File: config.mk
export PLATFORM = sky130hd
export DESIGN_NAME = input_capture_channel
export DESIGN_NICKNAME = d
export VERILOG_FILES = /design/src/rtl/capture_pkg.sv /design/src/rtl/input_capture_channel.sv
export SDC_FILE = /design/constraint.sdc
export NUM_CORES = 1
export LEC_CHECK = 0
export CAP_MARGIN = 15
export CORE_UTILIZATION = 50
export CTS_CLUSTER_DIAMETER = 80
export DETAILED_ROUTE_END_ITERATION = 7
export DONT_BUFFER_PORTS = 1
export PLACE_DENSITY_LB_ADDON = 0.08
export SLEW_MARGIN = 30
export SYNTH_ARGS = -nofsm -noshare
export SYNTH_HDL_FRONTEND = slang
export SYNTH_SLANG_ARGS = --single-unit
File: constraint.sdc
create_clock -name i_clk -period 5.3 [get_ports i_clk]
set_input_delay 1.325 -clock i_clk [delete_from_list [all_inputs] [get_ports i_clk]]
set_output_delay 1.325 -clock i_clk [all_outputs]
set_load 0.1 [all_outputs]
File: src/rtl/capture_pkg.sv
/*
  Shared constants and bus carrier types for the input capture channel.
  Assumes a single 100 MHz clock and a 32-bit Avalon-MM register slave.
*/
package capture_pkg;
  // Register byte addresses
  localparam logic [3:0] ADDR_CONTROL = 4'h0;
  localparam logic [3:0] ADDR_BUFFER = 4'h4;
  localparam logic [3:0] ADDR_STATUS = 4'h8;
  localparam logic [3:0] ADDR_MASK = 4'hC;
  // Control field positions
  localparam int POS_IDLE_STOP = 13;
  localparam int POS_TIMER_SEL = 7;
  localparam int POS_RATE_LO = 5;
  localparam int POS_OVERFLOW = 4;
  localparam int POS_NOT_EMPTY = 3;
  localparam int POS_MODE_LO = 0;
  localparam logic [15:0] CONTROL_RESET = 16'h0000;
  localparam logic [15:0] CONTROL_WMASK = 16'h20E7;
  // Interrupt status bits
  localparam int EVT_CAPTURE = 0;
  localparam int EVT_OVERFLOW = 1;
  localparam int EVT_WAKE = 2;
  localparam int EVT_W = 3;
  // Prescale counts
  localparam logic [3:0] PRESCALE_4 = 4'h3;
  localparam logic [3:0] PRESCALE_16 = 4'hF;
  localparam logic [31:0] UNMAPPED_DATA = 32'h0000_0000;

  typedef enum logic [2:0] {
    MODE_OFF = 3'b000,
    MODE_EVERY_EDGE = 3'b001,
    MODE_FALLING = 3'b010,
    MODE_RISING = 3'b011,
    MODE_RISE_4 = 3'b100,
    MODE_RISE_16 = 3'b101,
    MODE_UNUSED = 3'b110,
    MODE_WAKE_ONLY = 3'b111
  } capture_mode_t;

  typedef struct packed {
    logic [3:0] address;
    logic read;
    logic write;
    logic [31:0] writedata;
    logic [3:0] byteenable;
  } avalon_req_t;
endpackage : capture_pkg

File: src/rtl/input_capture_channel.sv
/*
  One input capture channel with a parameterised-depth capture buffer,
  Avalon-MM register slave and a masked level interrupt.
  Assumes the capture pin and timer counts are synchronous to i_clk.
*/
// Chosen here: the placing of the registers and the Avalon-MM interface to the registers.
`timescale 1ns/1ps
module input_capture_channel #(
  parameter int DEPTH = 4,
  parameter int WIDTH = 16
) (
  // Clock and reset
  input wire logic i_clk,
  input wire logic i_resetn,
  // Avalon-MM slave
  input wire logic [3:0] i_address,
  input wire logic i_read,
  input wire logic i_write,
  input wire logic [31:0] i_writedata,
  input wire logic [3:0] i_byteenable,
  output logic [31:0] o_readdata,
  output logic o_waitrequest,
  // Capture pin and timer bases
  input wire logic i_capture_input_pin,
  input wire logic [WIDTH-1:0] i_first_timer_base_count,
  input wire logic [WIDTH-1:0] i_second_timer_base_count,
  // Power state
  input wire logic i_cpu_idle,
  input wire logic i_cpu_sleep,
  // Events out
  output logic o_irq,
  output logic o_wake
);
  localparam int PW = $clog2(DEPTH);

  capture_pkg::avalon_req_t req;
  assign req = '{address: i_address, read: i_read, write: i_write,
                 writedata: i_writedata, byteenable: i_byteenable};

  // Register state
  logic idle_stop_select_r, idle_stop_select_nxt;
  logic timer_base_select_r, timer_base_select_nxt;
  logic [1:0] interrupt_rate_field_r, interrupt_rate_field_nxt;
  logic [2:0] capture_mode_field_r, capture_mode_field_nxt;
  logic capture_overflow_flag_r, capture_overflow_flag_nxt;
  logic [capture_pkg::EVT_W-1:0] irq_status_r, irq_status_nxt;
  logic [capture_pkg::EVT_W-1:0] irq_mask_r, irq_mask_nxt;
  logic [31:0] readdata_r, readdata_nxt;
  logic waitrequest_r, waitrequest_nxt;
  logic irq_r, irq_nxt;
  logic wake_r, wake_nxt;
  // Capture path state
  logic pin_prev_r, pin_prev_nxt;
  logic [3:0] prescale_r, prescale_nxt;
  logic [1:0] rate_cnt_r, rate_cnt_nxt;
  // Own buffer per channel instance
  logic [WIDTH-1:0] fifo_mem_r [DEPTH];
  logic [PW-1:0] wr_ptr_r, wr_ptr_nxt, rd_ptr_r, rd_ptr_nxt;
  logic [PW:0] count_r, count_nxt;

  // Pointer advance with wrap
  function automatic logic [PW-1:0] ptr_inc(input logic [PW-1:0] p);
    ptr_inc = (p == PW'(DEPTH - 1)) ? '0 : PW'(p + 1'b1);
  endfunction : ptr_inc

  // Edge detection and enables
  logic rise, fall, halted, active, capture_evt, wake_evt, push, pop, accepted;
  logic rd_buf, wr_ctl, wr_sts, wr_msk;
  logic [15:0] control_view;
  capture_pkg::capture_mode_t mode;
  assign mode = capture_pkg::capture_mode_t'(capture_mode_field_r);
  assign rise = i_capture_input_pin & ~pin_prev_r;
  assign fall = ~i_capture_input_pin & pin_prev_r;
  assign halted = idle_stop_select_r & i_cpu_idle;
  assign active = ~halted & ~i_cpu_sleep;
  // Accept each request in the cycle it rises, one access at a time
  assign accepted = waitrequest_r & (req.read | req.write);
  assign rd_buf = accepted & req.read & (req.address == capture_pkg::ADDR_BUFFER);
  assign wr_ctl = accepted & req.write & (req.address == capture_pkg::ADDR_CONTROL);
  assign wr_sts = accepted & req.write & (req.address == capture_pkg::ADDR_STATUS) & req.byteenable[0];
  assign wr_msk = accepted & req.write & (req.address == capture_pkg::ADDR_MASK) & req.byteenable[0];
  assign pop = rd_buf & (count_r != '0);
  assign push = capture_evt & (count_r != (PW + 1)'(DEPTH));

  // Capture event selection by mode
  always_comb
  begin
    capture_evt = 1'b0;
    wake_evt = 1'b0;
    prescale_nxt = prescale_r;
    case (mode)
      capture_pkg::MODE_EVERY_EDGE: capture_evt = active & (rise | fall);
      capture_pkg::MODE_FALLING: capture_evt = active & fall;
      capture_pkg::MODE_RISING: capture_evt = active & rise;
      capture_pkg::MODE_RISE_4, capture_pkg::MODE_RISE_16:
      begin
        if (active & rise)
        begin
          if (prescale_r == ((mode == capture_pkg::MODE_RISE_4) ? capture_pkg::PRESCALE_4
                             : capture_pkg::PRESCALE_16))
          begin
            capture_evt = 1'b1;
            prescale_nxt = '0;
          end
          else
          begin
            prescale_nxt = prescale_r + 4'h1;
          end
        end
      end
      capture_pkg::MODE_WAKE_ONLY: wake_evt = rise & (i_cpu_sleep | i_cpu_idle);
      default: prescale_nxt = '0;
    endcase
    if (mode != capture_pkg::MODE_WAKE_ONLY && capture_evt && (i_cpu_sleep | i_cpu_idle))
    begin
      wake_evt = 1'b1;
    end
    if (wr_ctl)
    begin
      prescale_nxt = '0;
    end
  end

  // Buffer and counters next state
  logic rate_hit;
  always_comb
  begin
    wr_ptr_nxt = wr_ptr_r;
    rd_ptr_nxt = rd_ptr_r;
    count_nxt = count_r;
    rate_nxt_default:
    begin
      rate_cnt_nxt = rate_cnt_r;
    end
    rate_hit = 1'b0;
    if (push)
    begin
      wr_ptr_nxt = ptr_inc(wr_ptr_r);
    end
    if (pop)
    begin
      rd_ptr_nxt = ptr_inc(rd_ptr_r);
    end
    count_nxt = count_r + (PW + 1)'(push) - (PW + 1)'(pop);
    if (capture_evt)
    begin
      if (mode == capture_pkg::MODE_EVERY_EDGE)
      begin
        rate_hit = 1'b1;
      end
      else if (rate_cnt_r == interrupt_rate_field_r)
      begin
        rate_hit = 1'b1;
        rate_cnt_nxt = '0;
      end
      else
      begin
        rate_cnt_nxt = rate_cnt_r + 2'h1;
      end
    end
    if (wr_ctl)
    begin
      rate_cnt_nxt = '0;
    end
  end

  // Register file next state
  always_comb
  begin
    idle_stop_select_nxt = idle_stop_select_r;
    timer_base_select_nxt = timer_base_select_r;
    interrupt_rate_field_nxt = interrupt_rate_field_r;
    capture_mode_field_nxt = capture_mode_field_r;
    irq_mask_nxt = irq_mask_r;
    capture_overflow_flag_nxt = capture_overflow_flag_r;
    irq_status_nxt = irq_status_r;
    if (wr_ctl && req.byteenable[0])
    begin
      timer_base_select_nxt = req.writedata[capture_pkg::POS_TIMER_SEL];
      interrupt_rate_field_nxt = req.writedata[capture_pkg::POS_RATE_LO +: 2];
      capture_mode_field_nxt = req.writedata[capture_pkg::POS_MODE_LO +: 3];
    end
    if (wr_ctl && req.byteenable[1])
    begin
      idle_stop_select_nxt = req.writedata[capture_pkg::POS_IDLE_STOP];
    end
    if (wr_msk)
    begin
      irq_mask_nxt = req.writedata[capture_pkg::EVT_W-1:0];
    end
    // Overflow clears once buffer fully drained
    if (count_nxt == '0)
    begin
      capture_overflow_flag_nxt = 1'b0;
    end
    if (capture_evt && !push)
    begin
      capture_overflow_flag_nxt = 1'b1;
    end
    // Write-one-to-clear, set wins
    if (wr_sts)
    begin
      irq_status_nxt = irq_status_r & ~req.writedata[capture_pkg::EVT_W-1:0];
    end
    if (rate_hit)
    begin
      irq_status_nxt[capture_pkg::EVT_CAPTURE] = 1'b1;
    end
    if (capture_evt && !push)
    begin
      irq_status_nxt[capture_pkg::EVT_OVERFLOW] = 1'b1;
    end
    if (wake_evt)
    begin
      irq_status_nxt[capture_pkg::EVT_WAKE] = 1'b1;
    end
    irq_nxt = |(irq_status_nxt & irq_mask_nxt);
    wake_nxt = wake_evt;
    pin_prev_nxt = i_capture_input_pin;
  end

  // Bus answer next state
  always_comb
  begin
    control_view = '0;
    control_view[capture_pkg::POS_IDLE_STOP] = idle_stop_select_r;
    control_view[capture_pkg::POS_TIMER_SEL] = timer_base_select_r;
    control_view[capture_pkg::POS_RATE_LO +: 2] = interrupt_rate_field_r;
    control_view[capture_pkg::POS_OVERFLOW] = capture_overflow_flag_r;
    control_view[capture_pkg::POS_NOT_EMPTY] = (count_r != '0);
    control_view[capture_pkg::POS_MODE_LO +: 3] = capture_mode_field_r;
    readdata_nxt = readdata_r;
    waitrequest_nxt = 1'b1;
    if (accepted)
    begin
      waitrequest_nxt = 1'b0;
      readdata_nxt = capture_pkg::UNMAPPED_DATA;
      if (req.read)
      begin
        case (req.address)
          capture_pkg::ADDR_CONTROL: readdata_nxt = {16'h0000, control_view};
          capture_pkg::ADDR_BUFFER: readdata_nxt = (count_r != '0) ? 32'(fifo_mem_r[rd_ptr_r]) : 32'h0000_0000;
          capture_pkg::ADDR_STATUS: readdata_nxt = 32'(irq_status_r);
          capture_pkg::ADDR_MASK: readdata_nxt = 32'(irq_mask_r);
          default: readdata_nxt = capture_pkg::UNMAPPED_DATA;
        endcase
      end
    end
  end

  // Buffer storage, selected timer latched on push
  always_ff @(posedge i_clk)
  begin
    if (push)
    begin
      fifo_mem_r[wr_ptr_r] <= timer_base_select_r ? i_first_timer_base_count
                                                  : i_second_timer_base_count;
    end
  end

  // State registers
  always_ff @(posedge i_clk or negedge i_resetn)
  begin
    if (!i_resetn)
    begin
      idle_stop_select_r <= 1'b0;
      timer_base_select_r <= 1'b0;
      interrupt_rate_field_r <= 2'b00;
      capture_mode_field_r <= capture_pkg::MODE_OFF;
      capture_overflow_flag_r <= 1'b0;
      irq_status_r <= '0;
      irq_mask_r <= '0;
      readdata_r <= '0;
      waitrequest_r <= 1'b1;
      irq_r <= 1'b0;
      wake_r <= 1'b0;
      pin_prev_r <= 1'b0;
      prescale_r <= '0;
      rate_cnt_r <= '0;
      wr_ptr_r <= '0;
      rd_ptr_r <= '0;
      count_r <= '0;
    end
    else
    begin
      idle_stop_select_r <= idle_stop_select_nxt;
      timer_base_select_r <= timer_base_select_nxt;
      interrupt_rate_field_r <= interrupt_rate_field_nxt;
      capture_mode_field_r <= capture_mode_field_nxt;
      capture_overflow_flag_r <= capture_overflow_flag_nxt;
      irq_status_r <= irq_status_nxt;
      irq_mask_r <= irq_mask_nxt;
      readdata_r <= readdata_nxt;
      waitrequest_r <= waitrequest_nxt;
      irq_r <= irq_nxt;
      wake_r <= wake_nxt;
      pin_prev_r <= pin_prev_nxt;
      prescale_r <= prescale_nxt;
      rate_cnt_r <= rate_cnt_nxt;
      wr_ptr_r <= wr_ptr_nxt;
      rd_ptr_r <= rd_ptr_nxt;
      count_r <= count_nxt;
    end
  end

  assign o_readdata = readdata_r;
  assign o_waitrequest = waitrequest_r;
  assign o_irq = irq_r;
  assign o_wake = wake_r;
endmodule : input_capture_channel

==> metrics.md <==
| Metric | Value |
|---|---|
| Outcome | `finished, final reports clean` |
| Synth Warn # | `0` |
| Critical path's top delay family | `compound AO/OA/AOI/OAI gates` |
| Die Wd | `between 100 and 150 um` |
| Core area | `between 9000 and 10000 um2` |
| CP Max Fanout | `8` |
| Fillers | `826` |
| Setup violations, final | `0` |
| Most frequent cell after synthesis | `edfxtp_1` |
| Post-Syn Area | `5080 um2` |
| Cells along the critical path | `inv_1 > ha_1 > or4b_2 > o21ai_1 > o21ai_2 > a21oi_4 > xor2_1 > ha_1 > inv_1 > fa_1 > xnor2_1 > xnor2_1 > o31ai_1 > o21ai_0` |
| GRT Residual Overflow | `0` |
| Drt drc | `0` |
| Crit end category | `flip-flop` |
| Total GRT Usage | `18.6%` |
| RSZ-0062 raised after global routing | `false` |
| Worst-path clk slew | `0.11 ns` |
| Antenna cells | `0` |
| Gr busiest metal | `met2` |
| Post-DR wirelength/cell | `around 19 um` |
| Share of layout cells above drive strength 1 | `between 20% and 30%` |
| IO Pins | `114` |
| Hold buffer count at cts | `0` |
| Largest net degree at the start of global routing | `48` |
| Primary FF master, synth | `edfxtp_1` |
| Layout Cells excl Fill | `480` |
| CP peak stage delay | `0.63 ns` |
| # rows | `36` |
| GRT met1 Usage | `25.2%` |
| CTS buffer count | `9` |
| Endpoints failing hold | `0` |
| Die H | `103 um` |
| Yosys cell types | `61` |
| Worst slew pin tran | `0.938 ns` |
| Final net count | `431` |
| H-Tree Depth | `3` |
| Cell Pwr Density | `around 400 nW/um2` |
| Clock Root Buffer | `clkbuf_8` |
| Postcts setup bufs | `0` |
| Worst Setup Start Kind | `primary input` |
| Met2 Usage GRT | `30.5%` |
| Async SR Flop Fraction | `a little over two fifths` |
| Placed Cells incl. Taps | `464` |
| Placed wire-length estimate | `approximately 6400 um` |
| Initial antenna violation count | `0` |
| Avg Vias per Cell | `between 5 and 6` |
| Clock Latency Late Sink | `0.38 ns` |
| Area grow syn2layout | `5.17%` |
| Setup TNS | `0 ns` |
| DR iter-0 viols | `110` |
| Max cap viols | `0` |
| CTS Sinks | `about 110` |
| Leak | `~2.0 nW` |
| Post-synth top area cell | `edfxtp_1` |
| Vias in the first global route | `2608` |
| Worst rel slew slack | `a little under two fifths` |
| Seq/Total Area, Yosys | `61.0%` |
| Bufs and invs on worst path | `2` |
| Max Root-Sink Buffers | `2` |
| RD Place Congestion | `0.747` |
| Input/output buffers | `0` |
| Initial Utilization | `51.7%` |
| Critical path class | `primary input to flip-flop` |
| First-pass GRT wire length | `14200 um` |
| Crit share post-route | `approximately three quarters` |
| Share of the synthesized area in the top cell type | `37.8%` |
| Max VDD drop | `between 0.2 and 0.25 mV` |
| Met3 GRT Util | `4.68%` |
| Hold Crit Class | `flip-flop to flip-flop` |
| Worst path required time | `between 5 and 6 ns` |
| Arrival time worst endpoint | `4.17 ns` |
| Fmax | `around 0.26 GHz` |
| Cells after Synth | `roughly 340` |
| Post-synth EDFFs | `64` |
| Vias | `2704` |
| Max Clock Skew | `around 0.018 ns` |
| Initial DRT Pass Iterations | `4` |
| Layout Utilization | `54.4%` |
| Routed WL | `9240 um` |
| Crit path time final | `around 4 ns` |
| Avg Synthesized Cell Area | `14.8 um2` |
| Most frequent cells after synthesis | `64 x edfxtp_1, 46 x dfrtp_1, 32 x mux2_2, 18 x buf_4, 18 x nand2_1` |
| CP max-delay cell | `or4b_2` |
| Final Max Tran Viols | `0` |
| Antenna Nets Post-Route | `0` |
| Die footprint | `10600 um2` |
| Seq cells post-synth | `111` |
| PostCTS Resize Cnt | `0` |
| CTS tree | `yes` |
| Area contributors post-synth | `edfxtp_1 38%, dfrtp_1 23%, mux2_2 7.1%` |
[worst register-to-register path, stage by stage (launching register included)]
cell     delay [ns]
dfrtp_1        0.40
ha_1           0.26
or4b_2         0.63
o21ai_1        0.18
o21ai_2        0.17
a21oi_4        0.26
xor2_1         0.17
ha_1           0.16
inv_1          0.05
fa_1           0.37
xnor2_1        0.15
xnor2_1        0.15
o31ai_1        0.18
o21ai_0        0.10
[sequential cells by signal (all words and copies together) (netlist names)]
name,cells
fifo_mem_r,64
o_readdata,16
prescale_r,4
capture_mode_field_r,3
count_r,3
irq_mask_r,3
irq_status_r,3
interrupt_rate_field_r,2
rate_cnt_r,2
rd_ptr_r,2
wr_ptr_r,2
capture_overflow_flag_r,1
idle_stop_select_r,1
o_irq,1
o_waitrequest,1
o_wake,1
pin_prev_r,1
timer_base_select_r,1
[area by class of cell]
cell class | instances | area, um2 | area share (%)
clock buffer | 9 | 124 | 2.32
clock inverter | 7 | 90.1 | 1.69
inverter | 10 | 37.5 | 0.703
multi-input combinational | 206 | 1790 | 33.6
sequential | 111 | 3100 | 58.0
tap | 133 | 166 | 3.12
timing repair buffer | 4 | 30.0 | 0.562
[worst paths after layout]
| check | cells after the start | startpoint | slack [ns] | endpoint |
|---|---|---|---|---|
| hold reg to reg | 1 | prescale_r[0]$_DFFE_PN0P_ | 0.53 | prescale_r[0]$_DFFE_PN0P_ |
| setup / recovery | 14 | i_capture_input_pin | 1.38 | capture_overflow_flag_r$_DFFE_PN0P_ |
| setup reg to reg | 13 | pin_prev_r$_DFF_PN0_ | 1.96 | capture_overflow_flag_r$_DFFE_PN0P_ |
| min in group asynchronous | 0 | i_resetn | 0.63 | o_readdata[8]$_DFFE_PN0P_ |
| max in group asynchronous | 0 | i_resetn | 4.46 | o_waitrequest$_DFF_PN1_ |
| hold / removal | 1 | prescale_r[0]$_DFFE_PN0P_ | 0.53 | prescale_r[0]$_DFFE_PN0P_ |
[per-layer routing]
metal  part of all wire [%]  wire length (um)
met2                     50              4600
met3                    5.2               480
met1                     44              4100
met5                      0                 0
met4                   0.60                55
[stage by stage]
stage / cell area [um2] / hold WS, ns / total power, mW / setup slack (ns)
after global routing: 5340 / 0.555 / 2.23 / 1.22
after floorplan: 5130 / 0.466 / 1.54 / 1.20
after global placement: 5130 / 0.505 / 1.61 / 0.979
after CTS: 5340 / 0.540 / 2.14 / 1.36
after detailed placement: 5130 / 0.503 / 1.63 / 0.945
final: 5340 / 0.532 / 2.12 / 1.38
[cells in the final DEF, fill, tap and decap left out, drive strengths merged, types with 3 or more instances in the layout]
| cell | count |
|---|---|
| nor2 | 12 |
| nor3 | 4 |
| conb | 16 |
| and3 | 3 |
| nand3 | 5 |
| nand2b | 4 |
| inv | 14 |
| mux2 | 33 |
| dfrtp | 46 |
| and2 | 4 |
| edfxtp | 64 |
| a22o | 7 |
| mux4 | 16 |
| clkbuf | 9 |
| a22oi | 8 |
| a21oi | 9 |
| o21ai | 17 |
| buf | 4 |
| ha | 9 |
| nand2 | 18 |
| or2b | 3 |
| xor2 | 3 |
[logic make-up (layout without fill, tap and decap cells)]
group	Yosys count	in the layout	share of synthesized area [%]
other	1	16	0.0738
AO/OA/AOI/OAI	60	60	8.77
adder cells (fa/ha/maj)	10	10	2.61
XOR/XNOR	5	5	0.862
buffers and inverters	40	30	4.75
flip-flops	111	111	61.0
multiplexers	50	50	14.7
AND/OR/NAND/NOR	65	65	7.22
[power breakdown]
group | internal (mW) | switching [mW] | leakage [nW] | total, mW
combinational | 0.213 | 0.218 | 0.653 | 0.431
clock | 0.195 | 0.327 | 0.104 | 0.522
sequential | 1.01 | 0.163 | 1.19 | 1.17
total | 1.41 | 0.708 | 1.95 | 2.12
Note: power is estimated with default switching activity, not from simulation.
